--- config.mk ---
export PLATFORM = sky130hd
export DESIGN_NAME = vrcc_regs
export DESIGN_NICKNAME = d
export VERILOG_FILES = /design/src/vrcc_pkg.sv /design/src/vrcc_regs.sv
export VERILOG_INCLUDE_DIRS = /design/src
export SDC_FILE = /design/constraint.sdc
export NUM_CORES = 1
export LEC_CHECK = 0
export BUFFER_PORTS_ARGS = -buffer_cell sky130_fd_sc_hd__buf_2
export CAP_MARGIN = 5
export CELL_PAD_IN_SITES_DETAIL_PLACEMENT = 0
export CELL_PAD_IN_SITES_GLOBAL_PLACEMENT = 1
export CORE_MARGIN = 4
export CORE_UTILIZATION = 35
export CTS_BUF_LIST = sky130_fd_sc_hd__clkbuf_16
export DETAILED_ROUTE_END_ITERATION = 10
export GPL_TIMING_DRIVEN = 0
export PLACE_DENSITY_LB_ADDON = 0.1
export SLEW_MARGIN = 5
export SYNTH_ARGS = -nofsm -noshare
export SYNTH_HDL_FRONTEND = slang
export SYNTH_SLANG_ARGS = --single-unit
--- constraint.sdc ---
create_clock -name clk -period 3.3 [get_ports clk]
set_clock_uncertainty 0.2 [all_clocks]
set_input_delay 0.165 -clock clk [delete_from_list [all_inputs] [get_ports clk]]
set_output_delay 0.165 -clock clk [all_outputs]
set_load 0.01 [all_outputs]
--- src/vrcc_defines.svh ---
// register offsets, field positions and reset values of the vc0 resource registers
`ifndef VRCC_DEFINES_SVH
`define VRCC_DEFINES_SVH
`define VRCC_CAP_OFFSET 12'h150
`define VRCC_CTRL_OFFSET 12'h154
`define VRCC_CAP_ARB_RESET 8'h09
`define VRCC_CAP_SLOTS_RESET 7'h7F
`define VRCC_CAP_TABLE_RESET 8'h04
`define VRCC_MAP_RESET 8'hFF
`define VRCC_SEL_RESET 3'h0
`define VRCC_SEL_WRR 3'h3
`define VRCC_ID_RESET 3'h0
`define VRCC_EN_RESET 1'h1
`define VRCC_MAP_LSB 0
`define VRCC_LOAD_BIT 16
`define VRCC_SEL_LSB 17
`define VRCC_ID_LSB 24
`define VRCC_EN_BIT 31
`define VRCC_SLOTS_LSB 16
`define VRCC_TABLE_LSB 24
`define VRCC_LOAD_CYCLES 4'h8
`endif

--- src/vrcc_pkg.sv ---
// types of the vc0 resource register bank
package vrcc_pkg;
  typedef enum logic [1:0] {
    VRCC_IDLE = 2'h0,
    VRCC_LOAD = 2'h1
  } vrcc_load_state_type;
  typedef struct packed {
    logic [7:0] trafficClassChannelMap;
    logic [2:0] arbSelect;
    logic channelEnable;
    logic [6:0] maxTimeSlots;
    logic tableStatus;
    vrcc_load_state_type loadState;
    logic [3:0] loadCount;
    logic tableApply;
    logic [31:0] prdata;
  } vrcc_state_type;
endpackage

--- src/vrcc_regs.sv ---
// vc0 resource capability and control registers behind an apb slave
//
// What this block does
// [RULE_01] Capability bits 7:0 read 09h: round robin and 128-phase weighted arbitration.
// [RULE_02] Time-based weighted round robin is never a valid scheme for this channel.
// [RULE_03] Capability bit 14 reads 0: not limited to optimized packet switching traffic.
// [RULE_04] Capability bit 15, snoop rejection, always reads 0.
// [RULE_05] Capability bits 22:16 give time slots minus one, 7Fh unless autoloaded.
// [RULE_06] Capability bits 31:24 give the table location in sixteen_byte_unit, 04h.
// [RULE_07] Control bits 7:0 are the writable class map, FFh unless autoloaded.
// [RULE_08] Writing 1 to control bit 16 applies the table; the bit reads 0.
// [RULE_09] Scheme select bits 19:17 accept 000b or 011b; others act as 000b.
// [RULE_10] Control bits 26:24 read the channel identifier 000b.
// [RULE_11] Control bit 31 enables the channel; writing 0 disables it.
// [RULE_12] A table entry write sets the table status; load completion clears it.
// [RULE_13] Reserved bits read 0 and ignore writes.
//
// The APB register port was left to the implementer.
`timescale 1ns/1ps
`include "vrcc_defines.svh"

module vrcc_regs (
  input wire logic clk, // core clock, 25 MHz
  input wire logic arst_n, // asynchronous reset, active low
  input wire logic psel, // apb select
  input wire logic penable, // apb access phase
  input wire logic pwrite, // apb write
  input wire logic [11:0] paddr, // apb byte address
  input wire logic [31:0] pwdata, // apb write data
  output logic [31:0] prdata, // apb read data
  output logic pready, // apb ready
  output logic pslverr, // apb error on unmapped address
  input wire logic autoloadValid, // eeprom autoload strobe
  input wire logic [7:0] autoloadMap, // autoloaded class map
  input wire logic [6:0] autoloadSlots, // autoloaded time slots
  input wire logic tableEntryWrite, // software wrote an arbitration table entry
  output logic [7:0] trafficClassChannelMap, // class map to the switch
  output logic [2:0] arbSelect, // effective arbitration scheme
  output logic channelEnable, // channel enable
  output logic tableApply, // pulse: apply table to arbiter
  output logic tableStatus // table written, not yet loaded
);

  // ****************************************
  // state
  // ****************************************
  vrcc_pkg::vrcc_state_type state;
  vrcc_pkg::vrcc_state_type next_state;
  logic access;
  logic setupRead;
  logic hitCap;
  logic hitCtrl;
  logic ctrlWrite;
  logic [31:0] capWord;
  logic [31:0] ctrlWord;

  assign access = psel && penable;
  assign setupRead = psel && !penable && !pwrite;
  assign hitCap = paddr == `VRCC_CAP_OFFSET;
  assign hitCtrl = paddr == `VRCC_CTRL_OFFSET;
  assign ctrlWrite = access && pwrite && hitCtrl;
  assign pready = 1'b1;
  assign pslverr = access && !(hitCap || hitCtrl);

  // ****************************************
  // read words
  // ****************************************
  always_comb begin
    capWord = 32'h0; // [RULE_13]
    capWord[7:0] = `VRCC_CAP_ARB_RESET; // [RULE_01]
    capWord[14] = 1'b0; // [RULE_03]
    capWord[15] = 1'b0; // [RULE_04]
    capWord[`VRCC_SLOTS_LSB +: 7] = state.maxTimeSlots; // [RULE_05]
    capWord[`VRCC_TABLE_LSB +: 8] = `VRCC_CAP_TABLE_RESET; // [RULE_06]
    ctrlWord = 32'h0; // [RULE_13]
    ctrlWord[`VRCC_MAP_LSB +: 8] = state.trafficClassChannelMap;
    ctrlWord[`VRCC_LOAD_BIT] = 1'b0; // [RULE_08]
    ctrlWord[`VRCC_SEL_LSB +: 3] = state.arbSelect;
    ctrlWord[`VRCC_ID_LSB +: 3] = `VRCC_ID_RESET; // [RULE_10]
    ctrlWord[`VRCC_EN_BIT] = state.channelEnable;
  end

  // ****************************************
  // next state
  // ****************************************
  always_comb begin
    next_state = state;
    next_state.tableApply = 1'b0;
    if (autoloadValid) begin
      next_state.trafficClassChannelMap = autoloadMap; // [RULE_07]
      next_state.maxTimeSlots = autoloadSlots; // [RULE_05]
    end
    if (ctrlWrite) begin
      next_state.trafficClassChannelMap = pwdata[`VRCC_MAP_LSB +: 8]; // [RULE_07]
      next_state.channelEnable = pwdata[`VRCC_EN_BIT]; // [RULE_11]
      // only 000b and 011b are kept; time-based schemes fall back to default
      if (pwdata[`VRCC_SEL_LSB +: 3] == `VRCC_SEL_WRR) begin
        next_state.arbSelect = `VRCC_SEL_WRR; // [RULE_09]
      end else begin
        next_state.arbSelect = `VRCC_SEL_RESET; // [RULE_02] [RULE_09]
      end
    end
    case (state.loadState)
      vrcc_pkg::VRCC_IDLE: begin
        if (ctrlWrite && pwdata[`VRCC_LOAD_BIT]) begin
          next_state.loadState = vrcc_pkg::VRCC_LOAD; // [RULE_08]
          next_state.loadCount = `VRCC_LOAD_CYCLES;
        end
      end
      vrcc_pkg::VRCC_LOAD: begin
        next_state.loadCount = state.loadCount - 4'h1;
        if (state.loadCount == 4'h1) begin
          next_state.loadState = vrcc_pkg::VRCC_IDLE;
          next_state.tableApply = 1'b1; // [RULE_08]
          next_state.tableStatus = 1'b0; // [RULE_12]
        end
      end
      default: begin
        next_state.loadState = vrcc_pkg::VRCC_IDLE;
      end
    endcase
    // a new entry write wins over the completion clear
    if (tableEntryWrite) begin
      next_state.tableStatus = 1'b1; // [RULE_12]
    end
    // read word taken at the end of the setup cycle, so prdata leaves a flip-flop
    if (setupRead) begin
      next_state.prdata = hitCap ? capWord : (hitCtrl ? ctrlWord : 32'h0); // [RULE_13]
    end
  end

  always_ff @(posedge clk or negedge arst_n) begin
    if (!arst_n) begin
      state.trafficClassChannelMap <= `VRCC_MAP_RESET;
      state.arbSelect <= `VRCC_SEL_RESET;
      state.channelEnable <= `VRCC_EN_RESET;
      state.maxTimeSlots <= `VRCC_CAP_SLOTS_RESET;
      state.tableStatus <= 1'b0;
      state.loadState <= vrcc_pkg::VRCC_IDLE;
      state.loadCount <= 4'h0;
      state.tableApply <= 1'b0;
      state.prdata <= 32'h0;
    end else begin
      state <= next_state;
    end
  end

  // holds the last read word; valid through the whole access phase
  assign prdata = state.prdata;
  assign trafficClassChannelMap = state.trafficClassChannelMap;
  assign arbSelect = state.arbSelect;
  assign channelEnable = state.channelEnable;
  assign tableApply = state.tableApply;
  assign tableStatus = state.tableStatus;

  // ****************************************
  // checks
  // ****************************************
  chk_cap_read: assert property (@(posedge clk) disable iff (!arst_n) // [RULE_01]
    (access && !pwrite && hitCap) |-> (prdata[15:0] == 16'h0009 && prdata[31:24] == 8'h04))
    else $error("capability word wrong");
  chk_load_readzero: assert property (@(posedge clk) disable iff (!arst_n) // [RULE_08]
    (access && !pwrite && hitCtrl) |-> !prdata[16])
    else $error("load bit read back set");
  chk_load_apply: assert property (@(posedge clk) disable iff (!arst_n) // [RULE_08]
    (ctrlWrite && pwdata[16] && state.loadState == vrcc_pkg::VRCC_IDLE)
    |=> ##8 tableApply)
    else $error("table not applied after the load time");
  chk_sel_legal: assert property (@(posedge clk) disable iff (!arst_n) // [RULE_09]
    (arbSelect == 3'h0 || arbSelect == 3'h3))
    else $error("illegal arbitration scheme held");
  chk_sel_fold: assert property (@(posedge clk) disable iff (!arst_n) // [RULE_02]
    (ctrlWrite && pwdata[19:17] == 3'h4) |=> arbSelect == 3'h0)
    else $error("time based scheme accepted");
  chk_map_write: assert property (@(posedge clk) disable iff (!arst_n) // [RULE_07]
    ctrlWrite |=> trafficClassChannelMap == $past(pwdata[7:0]))
    else $error("class map not written");
  chk_enable_write: assert property (@(posedge clk) disable iff (!arst_n) // [RULE_11]
    (ctrlWrite && !pwdata[31]) |=> !channelEnable)
    else $error("channel not disabled");
  chk_status_set: assert property (@(posedge clk) disable iff (!arst_n) // [RULE_12]
    tableEntryWrite |=> tableStatus)
    else $error("table status not set");
  chk_status_clear: assert property (@(posedge clk) disable iff (!arst_n) // [RULE_12]
    (tableApply && !$past(tableEntryWrite)) |-> !tableStatus)
    else $error("table status not cleared");
  chk_ctrl_rsvd: assert property (@(posedge clk) disable iff (!arst_n) // [RULE_13]
    (access && !pwrite && hitCtrl) |-> (prdata[15:8] == 8'h0 && prdata[30:27] == 4'h0
      && prdata[23:20] == 4'h0 && prdata[26:24] == 3'h0))
    else $error("reserved control bits nonzero");

  // ****************************************
  // checks: capability word and unmapped access
  // ****************************************
  chk_cap_fixed: assert property (@(posedge clk) disable iff (!arst_n) // [RULE_03] [RULE_04]
    (access && !pwrite && hitCap)
    |-> (prdata[14] == 1'b0 && prdata[15] == 1'b0))
    else $error("capability bits 15:14 not zero");
  chk_cap_rsvd: assert property (@(posedge clk) disable iff (!arst_n) // [RULE_13]
    (access && !pwrite && hitCap)
    |-> (prdata[13:8] == 6'h00 && prdata[23] == 1'b0))
    else $error("reserved capability bits nonzero");
  chk_cap_table: assert property (@(posedge clk) disable iff (!arst_n) // [RULE_06]
    (access && !pwrite && hitCap)
    |-> (prdata[31:24] == 8'h04))
    else $error("table location wrong");
  chk_slots_load: assert property (@(posedge clk) disable iff (!arst_n) // [RULE_05]
    autoloadValid
    |=> (state.maxTimeSlots == $past(autoloadSlots)))
    else $error("time slots not autoloaded");
  chk_slots_hold: assert property (@(posedge clk) disable iff (!arst_n) // [RULE_05]
    !autoloadValid
    |=> $stable(state.maxTimeSlots))
    else $error("time slots changed without autoload");
  chk_addr_error: assert property (@(posedge clk) disable iff (!arst_n) // [RULE_13]
    (access && paddr != `VRCC_CAP_OFFSET && paddr != `VRCC_CTRL_OFFSET)
    |-> (pslverr && (pwrite || prdata == 32'h0)))
    else $error("unmapped access not refused");

  // ****************************************
  // checks: control word
  // ****************************************
  chk_map_autoload: assert property (@(posedge clk) disable iff (!arst_n) // [RULE_07]
    (autoloadValid && !ctrlWrite)
    |=> (trafficClassChannelMap == $past(autoloadMap)))
    else $error("class map not autoloaded");
  chk_map_hold: assert property (@(posedge clk) disable iff (!arst_n) // [RULE_07]
    (!autoloadValid && !ctrlWrite)
    |=> $stable(trafficClassChannelMap))
    else $error("class map changed without a write");
  chk_sel_keep: assert property (@(posedge clk) disable iff (!arst_n) // [RULE_09]
    (ctrlWrite && pwdata[19:17] == 3'h3)
    |=> (arbSelect == 3'h3))
    else $error("weighted scheme not kept");
  chk_sel_hold: assert property (@(posedge clk) disable iff (!arst_n) // [RULE_09]
    !ctrlWrite
    |=> $stable(arbSelect))
    else $error("scheme changed without a write");
  chk_enable_set: assert property (@(posedge clk) disable iff (!arst_n) // [RULE_11]
    (ctrlWrite && pwdata[31])
    |=> channelEnable)
    else $error("channel not enabled");
  chk_ctrl_enable: assert property (@(posedge clk) disable iff (!arst_n) // [RULE_11]
    (access && !pwrite && hitCtrl)
    |-> (prdata[31] == channelEnable))
    else $error("enable bit read back wrong");
  chk_ctrl_select: assert property (@(posedge clk) disable iff (!arst_n) // [RULE_09]
    (access && !pwrite && hitCtrl)
    |-> (prdata[19:17] == arbSelect))
    else $error("scheme read back wrong");

  // ****************************************
  // checks: table load
  // ****************************************
  chk_load_start: assert property (@(posedge clk) disable iff (!arst_n) // [RULE_08]
    (ctrlWrite && pwdata[16] && state.loadState == vrcc_pkg::VRCC_IDLE)
    |=> (state.loadState == vrcc_pkg::VRCC_LOAD && state.loadCount == `VRCC_LOAD_CYCLES))
    else $error("table load not started");
  chk_load_step: assert property (@(posedge clk) disable iff (!arst_n) // [RULE_08]
    (state.loadState == vrcc_pkg::VRCC_LOAD && state.loadCount != 4'h1)
    |=> (state.loadState == vrcc_pkg::VRCC_LOAD && state.loadCount == $past(state.loadCount) - 4'h1))
    else $error("table load count skipped");
  chk_load_busy: assert property (@(posedge clk) disable iff (!arst_n) // [RULE_08]
    (state.loadState == vrcc_pkg::VRCC_LOAD)
    |-> (state.loadCount != 4'h0 && state.loadCount <= `VRCC_LOAD_CYCLES))
    else $error("table load count out of range");
  chk_apply_pulse: assert property (@(posedge clk) disable iff (!arst_n) // [RULE_08]
    tableApply
    |=> !tableApply)
    else $error("apply pulse longer than one cycle");
  chk_status_hold: assert property (@(posedge clk) disable iff (!arst_n) // [RULE_12]
    (!tableEntryWrite && !(state.loadState == vrcc_pkg::VRCC_LOAD && state.loadCount == 4'h1))
    |=> $stable(tableStatus))
    else $error("table status changed without cause");

  // ****************************************
  // cover points
  // ****************************************
  cov_load: cover property (@(posedge clk) disable iff (!arst_n) tableApply);
  cov_disable: cover property (@(posedge clk) disable iff (!arst_n) $fell(channelEnable));
  cov_wrr: cover property (@(posedge clk) disable iff (!arst_n) arbSelect == 3'h3);
  cov_unmapped: cover property (@(posedge clk) disable iff (!arst_n) pslverr);
  cov_fold: cover property (@(posedge clk) disable iff (!arst_n) ctrlWrite && pwdata[19:17] == 3'h4);

endmodule // vrcc_regs

==> results.yml <==
status:
  status: "finished clean"
routing:
  dr.pass1.iters: 4
  drc: 0
  vias: 1749
  wl_mm: 5.04
  avgViaCountPerCell: 4.21
  antenna_left: 0
  drt_iter0_drc: 53
  wire_per_inst_um: 12.1
timing:
  slew_headroom: 0.384
  whs_ps: 18.4
  period_needed_ps: 1650
  worst_slack_ps: 1650
  rsz0062_at_grt: "false"
  setup_violations: 0
  worst_pin_slew_ps: 924
  tns_ps: 0
  fin_crit_sh: 0.501
  final_max_slew_viol_count: 0
  hold_viol: 0
  fmaxAchievable_ghz: 0.604
clocking:
  cts_tree: "built"
  cts_resized: 0
  htreeDepth: 2
  postCtsSetupRepairBufs: 0
  root_buffer: "clkbuf_16"
  cts_buffers: 5
  clockBufferDepth: 2
  insertion_delay_ps: 270
  clk_pin_slew_ps: 60
  cts.sinks: 41
setup_path:
  critPathRequiredTime_ps: 2930
  cp_slowest_cell: "nor4_4"
  critPathMaxStageDelay_ps: 410
  crit_type: "in -> out"
  cpMostUsedCell: "buf_2"
  start_kind: "input port"
  rr_worst_depth: 4
  rrSetupSlack_ps: 1830
  setup.worst_path.end: "pslverr"
  worstPathMaxFanout: 4
  cp-end-kind: "output port"
  rr_endpoint: "state[36]"
  reg2reg_from: "state[37]"
  crit_start: "paddr[0]"
  cp.arrival_ps: 1290
  path_cells: "buf_2, nor4_4, nand3_1, and3_1, buf_2"
floorplan:
  row_count: 28
  num_io_pins: 114
  dieArea_um2: 7730
  die_x_um: 87.9
  start_util: 0.369
  die_height_um: 87.9
  core_area_um2: 6060
synthesis:
  netlist_area_um2: 2230
  ys_types: 37
  synth_top_cell_area_share: 0.280
  synth.most_common_cell: "buf_4"
  seq_area_frac_synth: 0.468
  synth_area_leaders: "dfrtp_1 28%, dfstp_2 19%, buf_4 15%, o21ai_0 5.8%, nand2_1 5.5%"
  synth_edf_count: 0
  synth_seq_cells: 41
  ys_warn_count: 0
  dominantRegCellSynth: "dfrtp_1"
  ys_top_cells_by_count: "44 x buf_4, 33 x nand2_1, 26 x o21ai_0"
  synth_top_cell_by_area: "dfrtp_1"
  syn_area_per_cell_um2: 10.1
  syn-instance-count: 222
  async_reset_ff_frac: 1.00
layout:
  multi_input_area_um2: 810
  drive_gt1_frac: 0.491
  fillCellCount: 578
  regArea_um2: 1050
  nNetsFinal: 407
  diodes: 0
  area_growth_pct: 39.6
min_path:
  hp-class: "in -> reg"
global_route:
  grt_pass1_wl_mm: 7.96
  grt_max_degree: 42
  grt_antenna_before_repair: 0
  track_usage: 0.135
  overflow: 0
  grt_pass1_vias: 1680
power:
  powerDensity_nw_per_um2: 397
  leakagePower_nw: 1.69
  peakVddDrop_mv: 0.195
place:
  port_buffers: 76
  gp_congestion: 0.711
  dpl_worst_slack_ps: 1480
  dp_hpwl_mm: 3.67
job:
  maxCapViolCount: 0
[layout by cell type, fill, tap and decap left out, types with 3 or more instances in the layout]
| cell type | synthesis | layout |
|---|---|---|
| buf_2 | 3 | 79 |
| buf_4 | 44 | 44 |
| nand2_1 | 33 | 33 |
| o21ai_0 | 26 | 26 |
| dfrtp_1 | 25 | 25 |
| inv_1 | 18 | 19 |
| dlygate4sd3_1 | 0 | 19 |
| conb_1 | 2 | 17 |
| dfstp_2 | 16 | 16 |
| mux2_4 | 6 | 6 |
| mux2_2 | 6 | 6 |
| clkbuf_16 | 0 | 5 |
| clkbuf_1 | 3 | 3 |
| nor2_1 | 3 | 3 |
| o31a_2 | 3 | 3 |
| o31ai_1 | 3 | 3 |
[final cells by class]
cell class              instances  area share
plain buffers                  51       0.118
clock buffers                   5      0.0401
clock inverters                 3      0.0124
inverters                      18      0.0217
multi-input cells             127       0.260
flip-flops and latches         41       0.335
well taps                      75      0.0301
repair buffers                 95       0.183
[where the power goes]
group	internal, W	switching (W)	total [W]
logic	0.0000898	0.0000736	0.000163
clock network	0.000352	0.000182	0.000534
registers	0.000533	0.00000810	0.000542
total	0.000975	0.000264	0.00124
[through the flow]
step | power [W] | utilization | cells | cell area [µm²]
floorplan | 0.000636 | - | 237 | 2290
global placement | 0.000696 | 0.456 | 388 | 2770
detailed placement | 0.000697 | 0.456 | 388 | 2770
CTS | 0.00126 | 0.515 | 415 | 3120
global route | 0.00130 | 0.515 | 415 | 3120
finish | 0.00124 | 0.515 | 415 | 3120
[registers in the layout (all words and copies together) (netlist names)]
register and cells:
trafficClassChannelMap 8, prdata 17, tableStatus 1, tableApply 1
channelEnable 1, state 5, arbSelect 1, capWord 7
[kinds of logic (layout without fill, tap and decap cells)]
family,after synthesis,in the layout,synth area share
AOI/OAI and AO/OA,39,39,0.104
xor gates and xnor gates,1,1,0.00392
adders and majority gates,2,2,0.0112
buffers and inverters,69,172,0.195
DFF,41,41,0.468
muxes,14,14,0.0795
other,2,17,0.00336
and+or+nand+nor,54,54,0.135
[layer usage]
layer	share of wire	track usage
met1	0.43	0.167
met4	0.0054	0.0335
met5	0	0
met2	0.50	0.232
met3	0.066	0.0405
[how the worst min path moves through the flow]
stage	to	cells after the start	from	slack (ps)
floorplan	arbSelect[0]	0	arst_n	-330
global placement	tableStatus	2	tableEntryWrite	150
detailed placement	tableStatus	2	tableEntryWrite	150
CTS	trafficClassChannelMap[1]	4	autoloadMap[1]	20
global route	trafficClassChannelMap[2]	4	autoloadMap[2]	30
finish	trafficClassChannelMap[1]	4	autoloadMap[1]	20
[worst max-delay path, delay by kind of cell]
family / cells / cell delay (ps)
buf+inv: 2 / 240
simple gates: 3 / 880
[repair_timing]
| item | CTS | global route |
|---|---|---|
| hold buffers | 19 | 0 |
| setup endpoints to repair | 0 | 0 |
| hold endpoints to repair | 43 | 0 |
Power figures use the tool's default switching activity.
